**config.mk**
```make
export PLATFORM = sky130hd
export DESIGN_NAME = rc_osc_postscaler_pll_ctrl
export DESIGN_NICKNAME = d
export VERILOG_FILES = /design/src/common/clk_ctrl_pkg.sv /design/src/rtl/rc_osc_postscaler_pll_ctrl.sv
export SDC_FILE = /design/constraint.sdc
export NUM_CORES = 1
export LEC_CHECK = 0
export ABC_AREA = 1
export BUFFER_PORTS_ARGS = -buffer_cell sky130_fd_sc_hd__buf_2
export CORE_ASPECT_RATIO = 1.5
export CORE_MARGIN = 10
export CORE_UTILIZATION = 45
export CTS_CLUSTER_DIAMETER = 150
export CTS_CLUSTER_SIZE = 16
export DETAILED_ROUTE_END_ITERATION = 16
export PLACE_DENSITY = 0.68
export RECOVER_POWER = 100
export SETUP_SLACK_MARGIN = 0.15
export SYNTH_ARGS = -nofsm -noshare
export SYNTH_HDL_FRONTEND = slang
export SYNTH_SLANG_ARGS = --single-unit
```
**constraint.sdc**
```tcl
create_clock -name REF_CLK -period 3.7 [get_ports REF_CLK]
set_input_delay 0 -clock REF_CLK [delete_from_list [all_inputs] [get_ports REF_CLK]]
set_output_delay 0 -clock REF_CLK [all_outputs]
set_load 0.01 [all_outputs]
```
**src/common/clk_ctrl_pkg.sv**
```systemverilog
package clk_ctrl_pkg;
    // register byte offsets on the bus
    localparam logic [4:0] OSC_CONTROL_REG_OFS = 5'h00;
    localparam logic [4:0] CLOCK_DIVISOR_CTRL_OFS = 5'h04;
    localparam logic [4:0] PLL_FEEDBACK_DIVISOR_OFS = 5'h08;
    localparam logic [4:0] RC_OSC_TUNING_OFS = 5'h0C;
    localparam logic [4:0] LOCK_CYCLES_OFS = 5'h10;
    // field positions
    localparam int CUR_SRC_LSB = 0;
    localparam int LOCK_BIT = 5;
    localparam int NEXT_SRC_LSB = 8;
    localparam int SWITCH_GO_BIT = 15;
    localparam int PLL_IN_DIV_LSB = 0;
    localparam int PLL_OUT_DIV_LSB = 6;
    localparam int RC_POSTSCALE_LSB = 8;
    // reset values
    localparam logic [4:0] PLL_IN_DIV_RST = 5'h00;
    localparam logic [1:0] PLL_OUT_DIV_RST = 2'h1;
    localparam logic [8:0] PLL_FEEDBACK_RST = 9'h030;
    localparam logic [2:0] RC_POSTSCALE_RST = 3'h0;
    localparam logic [5:0] RC_TRIM_RST = 6'h00;
    localparam logic [15:0] LOCK_CYCLES_RST = 16'h0100;
    // ratio offsets, fixed ratio and last startup count
    localparam logic [8:0] DIV_PLUS = 9'h002;
    localparam logic [8:0] RC_DIV16_RATIO = 9'h010;
    localparam logic [9:0] STARTUP_LAST = 10'h3FF;
    // axi answers
    localparam logic [1:0] RESP_OKAY = 2'h0;
    localparam logic [1:0] RESP_SLVERR = 2'h2;
    // source selection codes
    localparam logic [2:0] SRC_RC = 3'h0;
    localparam logic [2:0] SRC_RC_PLL = 3'h1;
    localparam logic [2:0] SRC_PRI = 3'h2;
    localparam logic [2:0] SRC_PRI_PLL = 3'h3;
    localparam logic [2:0] SRC_RC_DIV16 = 3'h6;
    localparam logic [2:0] SRC_RC_DIVN = 3'h7;
endpackage

```
**src/rtl/rc_osc_postscaler_pll_ctrl.sv**
```systemverilog
// What this block does
// - software trims rc oscillator with six-bit field
// - rc clock usable at once, no startup count
// - decode power-on source codes 111,110,001,000
// - rc postscaler: 1,2,4..64, code 111 is 256
// - postscaled rc may feed the pll input
// - input ratio is field bits 4:0 plus two
// - feedback ratio is nine-bit field plus two
// - output ratio is twice field bits 7:6 plus one
// - system clock is input times feedback over ratios
// - reset loads input 00, output 01, feedback 0x30
// - lock interval restarts on input change or input/feedback divisor change
// - lock interval begins once pll input is valid
// - read-only lock bit, cleared at reset and switch
// - lock bit stays clear on non-pll sources
// - primary clock held for 1024 startup cycles
`timescale 1ns/100ps
module rc_osc_postscaler_pll_ctrl
    import clk_ctrl_pkg::*;
(
    // clock and reset
    input wire logic REF_CLK,
    input wire logic RST_N,
    // oscillator events and power-on strap
    input wire logic RC_TICK,
    input wire logic PRI_TICK,
    input wire logic VCO_TICK,
    input wire logic [2:0] INIT_SRC,
    // clock outputs as enables
    output logic SYS_TICK,
    output logic PLL_REF_TICK,
    // analog controls and status
    output logic [5:0] RC_TRIM,
    output logic [8:0] PLL_FB_FIELD,
    output logic PLL_LOCKED,
    output logic [2:0] CUR_SOURCE,
    // axi4-lite write
    input wire logic [4:0] AWADDR,
    input wire logic AWVALID,
    output logic AWREADY,
    input wire logic [31:0] WDATA,
    input wire logic [3:0] WSTRB,
    input wire logic WVALID,
    output logic WREADY,
    output logic [1:0] BRESP,
    output logic BVALID,
    input wire logic BREADY,
    // axi4-lite read
    input wire logic [4:0] ARADDR,
    input wire logic ARVALID,
    output logic ARREADY,
    output logic [31:0] RDATA,
    output logic [1:0] RRESP,
    output logic RVALID,
    input wire logic RREADY
);
    // whole state of the block
    typedef struct packed {
        logic awready;
        logic wready;
        logic bvalid;
        logic [1:0] bresp;
        logic arready;
        logic rvalid;
        logic [1:0] rresp;
        logic [31:0] rdata;
        logic strap_taken;
        logic [2:0] osc_sel;
        logic [2:0] next_src;
        logic [4:0] pre;
        logic [1:0] post;
        logic [2:0] rcdiv;
        logic [8:0] fbd;
        logic [5:0] trim;
        logic [15:0] lock_lim;
        logic lock;
        logic [15:0] lock_cnt;
        logic [9:0] ost_cnt;
        logic ost_done;
        logic [8:0] rc_cnt;
        logic [8:0] rc_ratio;
        logic [8:0] pre_cnt;
        logic [8:0] pre_ratio;
        logic [8:0] vco_cnt;
        logic [8:0] vco_ratio;
        logic sys_tick;
        logic ref_tick;
    } state_t;

    state_t st_reg; // registered state
    state_t st_next; // next state

    // one divider step; ratio reloads only when a period ends
    function automatic logic [18:0] div_step(input logic [8:0] cnt, input logic [8:0] ratio,
        input logic tick, input logic [8:0] new_ratio);
        logic [8:0] inc;
        inc = cnt + 9'h001;
        if (!tick)
        begin
            div_step = {1'b0, cnt, ratio};
        end
        else if (inc >= ratio)
        begin
            div_step = {1'b1, 9'h000, new_ratio};
        end
        else
        begin
            div_step = {1'b0, inc, ratio};
        end
    endfunction

    // rc postscaler code to ratio
    function automatic logic [8:0] rc_ratio_of(input logic [2:0] code);
        if (code == 3'h7)
        begin
            rc_ratio_of = 9'h100;
        end
        else
        begin
            rc_ratio_of = 9'h001 << code;
        end
    endfunction

    // sources that route through the pll
    function automatic logic is_pll(input logic [2:0] src);
        is_pll = (src == SRC_RC_PLL) || (src == SRC_PRI_PLL);
    endfunction

    // only documented codes are accepted
    function automatic logic src_legal(input logic [2:0] src);
        src_legal = (src <= SRC_PRI_PLL) || (src >= SRC_RC_DIV16);
    endfunction

    // byte-lane merge for writes
    function automatic logic [31:0] merge(input logic [31:0] old, input logic [31:0] d,
        input logic [3:0] s);
        merge = old;
        for (int i = 0; i < 4; i++)
        begin
            if (s[i])
            begin
                merge[i*8 +: 8] = d[i*8 +: 8];
            end
        end
    endfunction

    // register views for readback and merge
    logic [31:0] osc_view;
    logic [31:0] div_view;
    assign osc_view = {16'h0000, 5'h00, st_reg.next_src, 2'h0, st_reg.lock, 2'h0,
        st_reg.osc_sel};
    assign div_view = {16'h0000, 5'h00, st_reg.rcdiv, st_reg.post, 1'b0, st_reg.pre};

    // next-state logic
    always_comb
    begin
        logic [18:0] rc_step;
        logic [18:0] pre_step;
        logic [18:0] vco_step;
        logic [31:0] wv;
        logic pri_sel;
        logic pri_ok;
        logic pll_in;
        logic pll_in_ok;
        logic do_wr;
        logic restart;
        rc_step = '0;
        pre_step = '0;
        vco_step = '0;
        wv = '0;
        restart = 1'b0;
        pri_sel = 1'b0;
        pri_ok = 1'b0;
        pll_in = 1'b0;
        pll_in_ok = 1'b0;
        do_wr = 1'b0;
        st_next = st_reg;
        st_next.sys_tick = 1'b0;
        st_next.ref_tick = 1'b0;
        // power-on strap is caught on the first cycle out of reset
        if (!st_reg.strap_taken)
        begin
            st_next.strap_taken = 1'b1;
            st_next.osc_sel = src_legal(INIT_SRC) ? INIT_SRC : SRC_RC;
        end
        // primary startup timer, restarted whenever primary is dropped
        pri_sel = (st_reg.osc_sel == SRC_PRI) || (st_reg.osc_sel == SRC_PRI_PLL);
        if (!pri_sel)
        begin
            st_next.ost_cnt = 10'h000;
            st_next.ost_done = 1'b0;
        end
        else if (PRI_TICK && !st_reg.ost_done)
        begin
            st_next.ost_cnt = st_reg.ost_cnt + 10'h001;
            st_next.ost_done = (st_reg.ost_cnt == STARTUP_LAST);
        end
        pri_ok = PRI_TICK && st_reg.ost_done;
        // rc postscaler, forced to sixteen in the fixed mode
        rc_step = div_step(st_reg.rc_cnt, st_reg.rc_ratio, RC_TICK,
            (st_reg.osc_sel == SRC_RC_DIV16) ? RC_DIV16_RATIO : rc_ratio_of(st_reg.rcdiv));
        st_next.rc_cnt = rc_step[17:9];
        st_next.rc_ratio = rc_step[8:0];
        // strap mode gets its own ratio at once, so no short first period
        if (!st_reg.strap_taken)
        begin
            st_next.rc_cnt = 9'h000;
            st_next.rc_ratio = (INIT_SRC == SRC_RC_DIV16) ? RC_DIV16_RATIO
                : rc_ratio_of(st_reg.rcdiv);
        end
        // pll input: postscaled rc or released primary
        pll_in = (st_reg.osc_sel == SRC_RC_PLL) ? rc_step[18] : pri_ok;
        pll_in_ok = (st_reg.osc_sel == SRC_RC_PLL) || st_reg.ost_done;
        // phase detector reference, ratio field plus two
        pre_step = div_step(st_reg.pre_cnt, st_reg.pre_ratio, pll_in && is_pll(st_reg.osc_sel),
            {4'h0, st_reg.pre} + DIV_PLUS);
        st_next.pre_cnt = pre_step[17:9];
        st_next.pre_ratio = pre_step[8:0];
        st_next.ref_tick = pre_step[18];
        // pll output divider, twice field plus one
        vco_step = div_step(st_reg.vco_cnt, st_reg.vco_ratio, VCO_TICK,
            {6'h00, st_reg.post, 1'b0} + 9'h002);
        st_next.vco_cnt = vco_step[17:9];
        st_next.vco_ratio = vco_step[8:0];
        // system clock selection; the rc path has no startup hold
        unique case (st_reg.osc_sel)
            SRC_RC: st_next.sys_tick = RC_TICK;
            SRC_RC_DIV16, SRC_RC_DIVN: st_next.sys_tick = rc_step[18];
            SRC_PRI: st_next.sys_tick = pri_ok;
            SRC_RC_PLL, SRC_PRI_PLL: st_next.sys_tick = vco_step[18];
            default: st_next.sys_tick = 1'b0;
        endcase
        // write channel: address and data taken together in one handshake
        st_next.awready = 1'b0;
        st_next.wready = 1'b0;
        do_wr = st_reg.awready && AWVALID && st_reg.wready && WVALID;
        if (st_reg.bvalid && BREADY)
        begin
            st_next.bvalid = 1'b0;
        end
        if (AWVALID && WVALID && !st_reg.bvalid && !st_reg.awready)
        begin
            st_next.awready = 1'b1;
            st_next.wready = 1'b1;
        end
        if (do_wr)
        begin
            st_next.bvalid = 1'b1;
            st_next.bresp = RESP_OKAY;
            unique case (AWADDR)
                OSC_CONTROL_REG_OFS:
                begin
                    wv = merge(osc_view, WDATA, WSTRB);
                    st_next.next_src = wv[NEXT_SRC_LSB +: 3];
                    // switch request; illegal codes leave the source alone
                    if (wv[SWITCH_GO_BIT] && src_legal(wv[NEXT_SRC_LSB +: 3]))
                    begin
                        st_next.osc_sel = wv[NEXT_SRC_LSB +: 3];
                        restart = 1'b1;
                    end
                end
                CLOCK_DIVISOR_CTRL_OFS:
                begin
                    wv = merge(div_view, WDATA, WSTRB);
                    st_next.pre = wv[PLL_IN_DIV_LSB +: 5];
                    st_next.post = wv[PLL_OUT_DIV_LSB +: 2];
                    st_next.rcdiv = wv[RC_POSTSCALE_LSB +: 3];
                    // a new rc postscale changes the pll input when rc feeds it
                    restart = (st_next.pre != st_reg.pre) || ((st_next.rcdiv != st_reg.rcdiv)
                        && (st_reg.osc_sel == SRC_RC_PLL));
                end
                PLL_FEEDBACK_DIVISOR_OFS:
                begin
                    wv = merge({23'h0, st_reg.fbd}, WDATA, WSTRB);
                    st_next.fbd = wv[8:0];
                    restart = (wv[8:0] != st_reg.fbd);
                end
                RC_OSC_TUNING_OFS:
                begin
                    wv = merge({26'h0, st_reg.trim}, WDATA, WSTRB);
                    st_next.trim = wv[5:0];
                end
                LOCK_CYCLES_OFS:
                begin
                    wv = merge({16'h0, st_reg.lock_lim}, WDATA, WSTRB);
                    st_next.lock_lim = wv[15:0];
                end
                default: st_next.bresp = RESP_SLVERR;
            endcase
        end
        // lock model: counts only while a pll source has a live input
        if (!is_pll(st_next.osc_sel) || restart || !st_reg.strap_taken)
        begin
            st_next.lock = 1'b0;
            st_next.lock_cnt = 16'h0000;
        end
        else if (pll_in_ok && !st_reg.lock)
        begin
            st_next.lock_cnt = st_reg.lock_cnt + 16'h0001;
            st_next.lock = (st_reg.lock_cnt >= st_reg.lock_lim);
        end
        // read channel, data captured at the address handshake
        st_next.arready = 1'b0;
        if (st_reg.rvalid && RREADY)
        begin
            st_next.rvalid = 1'b0;
        end
        if (ARVALID && !st_reg.rvalid && !st_reg.arready)
        begin
            st_next.arready = 1'b1;
        end
        if (st_reg.arready && ARVALID)
        begin
            st_next.rvalid = 1'b1;
            st_next.rresp = RESP_OKAY;
            unique case (ARADDR)
                OSC_CONTROL_REG_OFS: st_next.rdata = osc_view;
                CLOCK_DIVISOR_CTRL_OFS: st_next.rdata = div_view;
                PLL_FEEDBACK_DIVISOR_OFS: st_next.rdata = {23'h0, st_reg.fbd};
                RC_OSC_TUNING_OFS: st_next.rdata = {26'h0, st_reg.trim};
                LOCK_CYCLES_OFS: st_next.rdata = {16'h0, st_reg.lock_lim};
                default:
                begin
                    st_next.rdata = 32'h0000_0000;
                    st_next.rresp = RESP_SLVERR;
                end
            endcase
        end
    end

    // state register; divider fields take their power-on defaults
    always_ff @(posedge REF_CLK)
    begin
        if (!RST_N)
        begin
            st_reg <= '0;
            st_reg.pre <= PLL_IN_DIV_RST;
            st_reg.post <= PLL_OUT_DIV_RST;
            st_reg.fbd <= PLL_FEEDBACK_RST;
            st_reg.rcdiv <= RC_POSTSCALE_RST;
            st_reg.trim <= RC_TRIM_RST;
            st_reg.lock_lim <= LOCK_CYCLES_RST;
            st_reg.rc_ratio <= 9'h001;
            st_reg.pre_ratio <= DIV_PLUS;
            st_reg.vco_ratio <= 9'h004;
        end
        else
        begin
            st_reg <= st_next;
        end
    end

    // outputs straight from the state flops
    assign SYS_TICK = st_reg.sys_tick;
    assign PLL_REF_TICK = st_reg.ref_tick;
    assign RC_TRIM = st_reg.trim;
    assign PLL_FB_FIELD = st_reg.fbd;
    assign PLL_LOCKED = st_reg.lock;
    assign CUR_SOURCE = st_reg.osc_sel;
    assign AWREADY = st_reg.awready;
    assign WREADY = st_reg.wready;
    assign BVALID = st_reg.bvalid;
    assign BRESP = st_reg.bresp;
    assign ARREADY = st_reg.arready;
    assign RVALID = st_reg.rvalid;
    assign RRESP = st_reg.rresp;
    assign RDATA = st_reg.rdata;
endmodule

```
==> results of run 1 <==
-- kinds of logic after synthesis --
family / synth area share [%]
adders and majority gates: 5.99
buffers and inverters: 14.2
DFF: 34.5
other: 0.0449
AOI/OAI and AO/OA: 14.2
xor gates and xnor gates: 4.09
and+or+nand+nor: 27.0
-- layout make-up --
cell class                 count  share of cell area, %
multi-input combinational    781                   46.0
sequential                   144                   30.7
timing repair buffer         116                   7.13
inverter                     164                   6.58
clock buffer                  23                   5.09
tap                          252                   3.36
clock inverter                 9                   1.15
-- worst register-to-register path, cell delays in order, from the launching register on --
cell      delay (ns)
dfxtp_1         0.37
nand3_1         0.60
inv_1           0.40
nand2_2         0.14
o211ai_1        0.12
o21ai_2         0.11
nor3_4          0.13
nand2_1         0.69
nor2_1          0.30
-- synthesized netlist by cell type (7+ instances only) --
library cell,count,area (sq um)
ha_1,40,500
xor2_1,34,298
inv_2,9,33.8
nor2_1,98,368
buf_4,56,420
inv_1,153,574
o21ai_0,72,360
nand4_1,21,131
nor2_4,14,158
nand2_2,12,75.1
nor3_1,35,175
nand2_1,206,773
dfxtp_1,144,2880
o21ai_1,12,60.1
a211oi_1,11,82.6
a21oi_1,81,405
nand3_1,57,285
clkbuf_1,19,71.3
nor4_1,7,43.8
-- cell usage in the layout, fill, tap and decap left out, drive strengths merged --
cell type | synthesis | routed
nand2 | 223 | 223
inv | 163 | 163
dfxtp | 144 | 144
nor2 | 116 | 116
o21ai | 86 | 86
a21oi | 83 | 83
clkbuf | 19 | 70
nand3 | 60 | 60
ha | 40 | 40
buf | 64 | 40
nor3 | 38 | 38
xor2 | 34 | 34
dlygate4sd3 | 0 | 29
nand4 | 21 | 21
conb | 1 | 18
a211oi | 11 | 11
nor4 | 10 | 10
o2111ai | 6 | 6
clkinv | 1 | 6
xnor2 | 5 | 5
o21a | 5 | 5
o211ai | 5 | 5
a31oi | 5 | 5
o221ai | 3 | 3
a21boi | 2 | 2
o22ai | 2 | 2
a221oi | 2 | 2
clkinvlp | 0 | 2
bufinv | 0 | 2
or2 | 2 | 2
nand3b | 1 | 1
and3b | 1 | 1
a21o | 1 | 1
o31ai | 1 | 1
-- worst max path at each step --
stage	from	endpoint	slack (ns)	cells past startpoint
floorplan	st_reg[47]	st_reg[31]	1.40	19
global placement	st_reg[47]	st_reg[30]	1.14	18
detailed placement	st_reg[47]	st_reg[34]	1.10	18
CTS	st_reg[47]	st_reg[29]	1.09	17
global route	st_reg[47]	st_reg[29]	0.40	17
finish	AWREADY	st_reg[69]	0.75	8
-- metal layers --
metal | part of all wire [%] | vias up
met2 | 53 | 178
met4 | 3.0 | 0
met3 | 4.1 | 55
li1 | - | 3852
met1 | 40 | 3433
met5 | 0 | -
-- metrics by stage --
step	area [sq um]	worst slack [ns]	hold WS, ns	power, W
finish	9390	0.750	0.0288	0.00359
CTS	9490	1.09	0.0190	0.00361
floorplan	8420	1.40	0.0277	0.00182
detailed placement	8610	1.10	0.240	0.00189
global placement	8610	1.14	0.239	0.00188
global route	9390	0.404	0.0559	0.00371
-- power breakdown --
part | switching (W) | total, W | internal, W | leakage, nW
Combinational | 0.000192 | 0.000287 | 0.0000958 | 2.45
Sequential | 0.0000173 | 0.00159 | 0.00157 | 1.16
Clock | 0.000668 | 0.00171 | 0.00104 | 0.283
==> qor.txt, run 1 <==
Status: finished with violations
Violated checks: capacitance limit, slew limit
R2R depth: 8
Met3 Use GR: 3.90%
Slew HR: -32.4%
Number of flip-flops under the largest register name: 88
Power Dens Cells: 382 nW/um^2
Area of the mapped netlist: 8350 sq um
Fill cells: 1838
Largest net degree at the start of global routing: 54
Critical Path, Cell by Cell: nand3_1 > inv_1 > nand2_2 > o211ai_1 > o21ai_2 > nor3_4 > nand2_1 > nor2_1
ANT cells: 0
Post-CTS Setup Inserts: 0
Chip Height: 187 um
Clock Sinks: 144
Cell family with most CP delay: simple AND/OR/NAND/NOR gates
Root Buffer: clkbuf_16
Ports: 121
CTS tree: yes
Synth Flop Type: dfxtp_1
Port Buf Inserts: 84
P_leak: 3.89 nW
First-pass GRT wire length: 36300 um
Hold path endpoint: BRESP[1]
Clk pin slew, worst setup/hold paths: 0.06 ns
Endpoints failing hold: 0
Drt pass-1 iters: 6
Worst reg2reg path endpoint: st_reg[69]
Max cap viols: 1
CORE AREA: 18400 sq um
Rows: 61
R2R Setup Slk: 0.75 ns
CP Class: flip-flop to flip-flop
CP peak stage delay: 0.69 ns
Grt ovf: 0
Hold buffers post-CTS: 29
Num CTS Buffers: 17
# setup viols final: 0
Final ANT Viol Nets: 0
Met2 global-route usage: 33.2%
Setup tns final: 0 ns
Worst Tran Pin Value: 1.99 ns
Hold depth: 5
Area grow syn2layout: 12.4%
Reg area: 2880 sq um
Number of synthesized flops with an enable pin: 0
Multi-input logic area: 4320 sq um
Clock latency on the worst-skew pair: 0.43 ns
Seq cells post-synth: 144
Post-Route WL: 21900 um
Met1 usage: 18.2%
Max Slew Vio Count: 39
Die width: 131 um
Sequential-to-total area share from yosys stat: 34.5%
Avg Inst Size Synth: 7.23 sq um
GRT Max-Usage Layer: met2
Post-CTS sizing: 0
Gate Count Post-Synth: 1155
Peak Freq: 339 MHz
Critical path arrival: 3.28 ns
Post-DR vias/cell: 5.05
DRC viols: 0
CP endpoint kind: flip-flop
Worst path bufs/invs: 1
Initial antenna violation count: 0
H-tree depth: 4
Die Area: 24500 sq um
Overall Global Routing Usage: 17.7%
FFs w/ async S/R, synth: 0%
Deepest clock path buffer count: 2
WL per Instance: 14.7 um
Initial core utilization: 45.4%
Routability cong.: 0.910
Final Core Density: 51.0%
RR Startpoint: AWREADY
Distinct cells, synth: 52
Critical Path RT: 4.03 ns
Ys Warns: 0
Layout cells sized above 1: 9.86%
Iter 0 DRT Violations: 328
Worst hold-check path type: input port to flip-flop
Detail Placement HPWL: 16600 um
Peak supply drop: 0.291 mV
Via count: 7518
CP Max Fanout: 18
Non-filler instance count after layout: 1489
Fin crit share: 79.7%
DP Cell Count: 1428
Final clock skew: 0.0111 ns
Worst Setup Start Kind: flip-flop
Post-layout nets: 1323
Final Critical Period: 2.95 ns
Vias in the first global route: 7529
Worst path slowest cell: nand2_1
Hold Startpoint: AWADDR[0]
RSZ-0062 raised after global routing: no
Power figures use the tool's default switching activity.
==> run 2: changes to the inputs <==
==> constraint.sdc (replaced) <==
create_clock -name REF_CLK -period 2.95 [get_ports REF_CLK]
set_input_delay 0 -clock REF_CLK [delete_from_list [all_inputs] [get_ports REF_CLK]]
set_output_delay 0 -clock REF_CLK [all_outputs]
set_load 0.01 [all_outputs]
==> run 2 against run 1 <==
Against the previous run:
- the flow still finishes with violations (capacitance limit, slew limit)
- total power up 24%
- wire length decreased by 1.5%
- via count barely moved
- clock power up 22%
- clock skew about the same
- sequential power grew 25%
- largest power group unchanged
==> qor.txt, run 2 (synthesis results as in run 1) <==
Status: finished with violations
Violated checks: capacitance limit, slew limit
CP Class: flip-flop to flip-flop
Critical Path RT: 3.31 ns
Comb pwr share: 8.3%
CTS tree: yes
Peak supply drop: 0.278 mV
Vias in the first global route: 7176
Most frequent CP cell: nand2_1
Final Critical Period: 2.53 ns
Rows: 61
Clk pin slew, worst setup/hold paths: 0.07 ns
Max cap viols: 1
DP Cell Count: 1433
Iter 0 DRT Violations: 388
ANT cells: 0
Final ANT Viol Nets: 0
Register share of total power: 44.8%
Worst hold-check path type: input port to flip-flop
Area grow syn2layout: 13.1%
Critical path arrival: 2.89 ns
Clock power frac: 46.9%
Critical Path, Cell by Cell: ha_1 > nand2_1 > nor2_1 > nand2_1 > xor2_1 > inv_1 > ha_1 > a21o_1 > nor2_1 > nand2_1 > nand2_1 > nand2_4 > nand2_4 > nand2_4 > nand3_4 > nand2_2 > a21oi_1
P_leak: 3.92 nW
Port Buf Inserts: 84
Ports: 121
CP Max Fanout: 10
Worst Tran Pin Value: 1.98 ns
Max Slew Vio Count: 39
Switching part of the total power: 25.9%
Endpoints failing hold: 0
Most frequent cells in the layout: nand2_1, inv_1, dfxtp_1
Final Core Density: 51.4%
H-tree depth: 4
Initial core utilization: 45.4%
Die width: 131 um
Layout cells sized above 1: 10.8%
Detail Placement HPWL: 16500 um
Fin crit share: 85.8%
Number of flip-flops under the largest register name: 88
Root Buffer: clkbuf_16
Die Area: 24500 sq um
RSZ-0062 raised after global routing: no
Deepest clock path buffer count: 2
Worst Setup Start Kind: flip-flop
Non-filler instance count after layout: 1494
First-pass GRT wire length: 35100 um
Power Dens Cells: 470 nW/um^2
Peak Freq: 395 MHz
Num CTS Buffers: 17
Via count: 7514
Post-DR vias/cell: 5.03
Routability cong.: 0.906
Internal: 0.00329 W
Worst path slowest cell: dfxtp_1
WL per Instance: 14.5 um
Net Switching: 0.00115 W
Post-layout nets: 1328
Largest net degree at the start of global routing: 54
Clock latency on the worst-skew pair: 0.43 ns
# setup viols final: 0
Slew HR: -31.7%
Commonest non-fill, non-tap cell in the layout: nand2_1
Overall Global Routing Usage: 17.3%
CP endpoint kind: flip-flop
Final clock skew: 0.0112 ns
CP peak stage delay: 0.38 ns
DRC viols: 0
Cell family with most CP delay: simple AND/OR/NAND/NOR gates
Clock Sinks: 144
Chip Height: 187 um
Setup tns final: 0 ns
Initial antenna violation count: 0
CORE AREA: 18400 sq um
Grt ovf: 0
Worst path bufs/invs: 1
Drt pass-1 iters: 5
Post-Route WL: 21600 um
## run 2: timing repair
item / CTS / global route
endpoints found under the setup margin: 0 / 16
gates resized for setup: 0 / 4
hold endpoints to repair: 60 / 0
hold buffers: 29 / 0
buffers inserted: 0 / 0
## run 2: power by group through the flow
stage               logic [W]  clock network (W)  registers, W
finish               0.000368            0.00208       0.00199
CTS                  0.000368            0.00213       0.00199
global route         0.000409            0.00221       0.00199
floorplan            0.000254                  0       0.00203
detailed placement   0.000336                  0       0.00203
global placement     0.000331                  0       0.00203
## run 2: per-stage QoR
step	area (sq um)	setup slack, ns	power [W]	hold slack (ns)
6_report	9450	0.418	0.00444	0.0222
4_1_cts	9510	0.353	0.00448	0.00686
3_3_place_gp	8650	0.406	0.00236	0.238
3_5_place_dp	8650	0.379	0.00237	0.241
2_1_floorplan	8420	0.653	0.00228	0.0277
5_1_grt	9450	0.0914	0.00461	0.0260
## run 2: area by class of cell
type / instances / area, sq um
Multi-Input combinational cell: 781 / 4350
Fill cell: 1832 / 8950
Timing Repair Buffer: 121 / 704
Clock inverter: 13 / 130
Sequential cell: 144 / 2880
Inverter: 164 / 618
Clock buffer: 19 / 443
Tap cell: 252 / 315
## run 2: path summary, 6_finish.rpt
check | from | to | slack, ns | depth (start not counted)
worst max register to register | st_reg[48] | st_reg[29] | 0.42 | 17
worst min-delay path | RC_TICK | SYS_TICK | 0.02 | 3
worst min register to register | ARREADY | ARREADY | 0.45 | 1
worst max-delay path | st_reg[48] | st_reg[29] | 0.42 | 17
## run 2: metal layers
metal / vias up / wire length, um / share of wire, % / track usage [%]
met4: 0 / 802 / 3.7 / 8.25
met5: - / 0 / 0 / 0
li1: 3858 / - / - / -
met1: 3427 / 8590 / 40 / 18.4
met3: 49 / 914 / 4.2 / 3.79
met2: 180 / 11300 / 52 / 31.6
## run 2: tightest hold or removal path: cells and delay by family
| kind | cells | cell delay, ns |
|---|---|---|
| buffers and inverters | 1 | 0.19 |
| AND/OR/NAND/NOR | 1 | 0.11 |
| AO/OA/AOI/OAI | 1 | 0.09 |
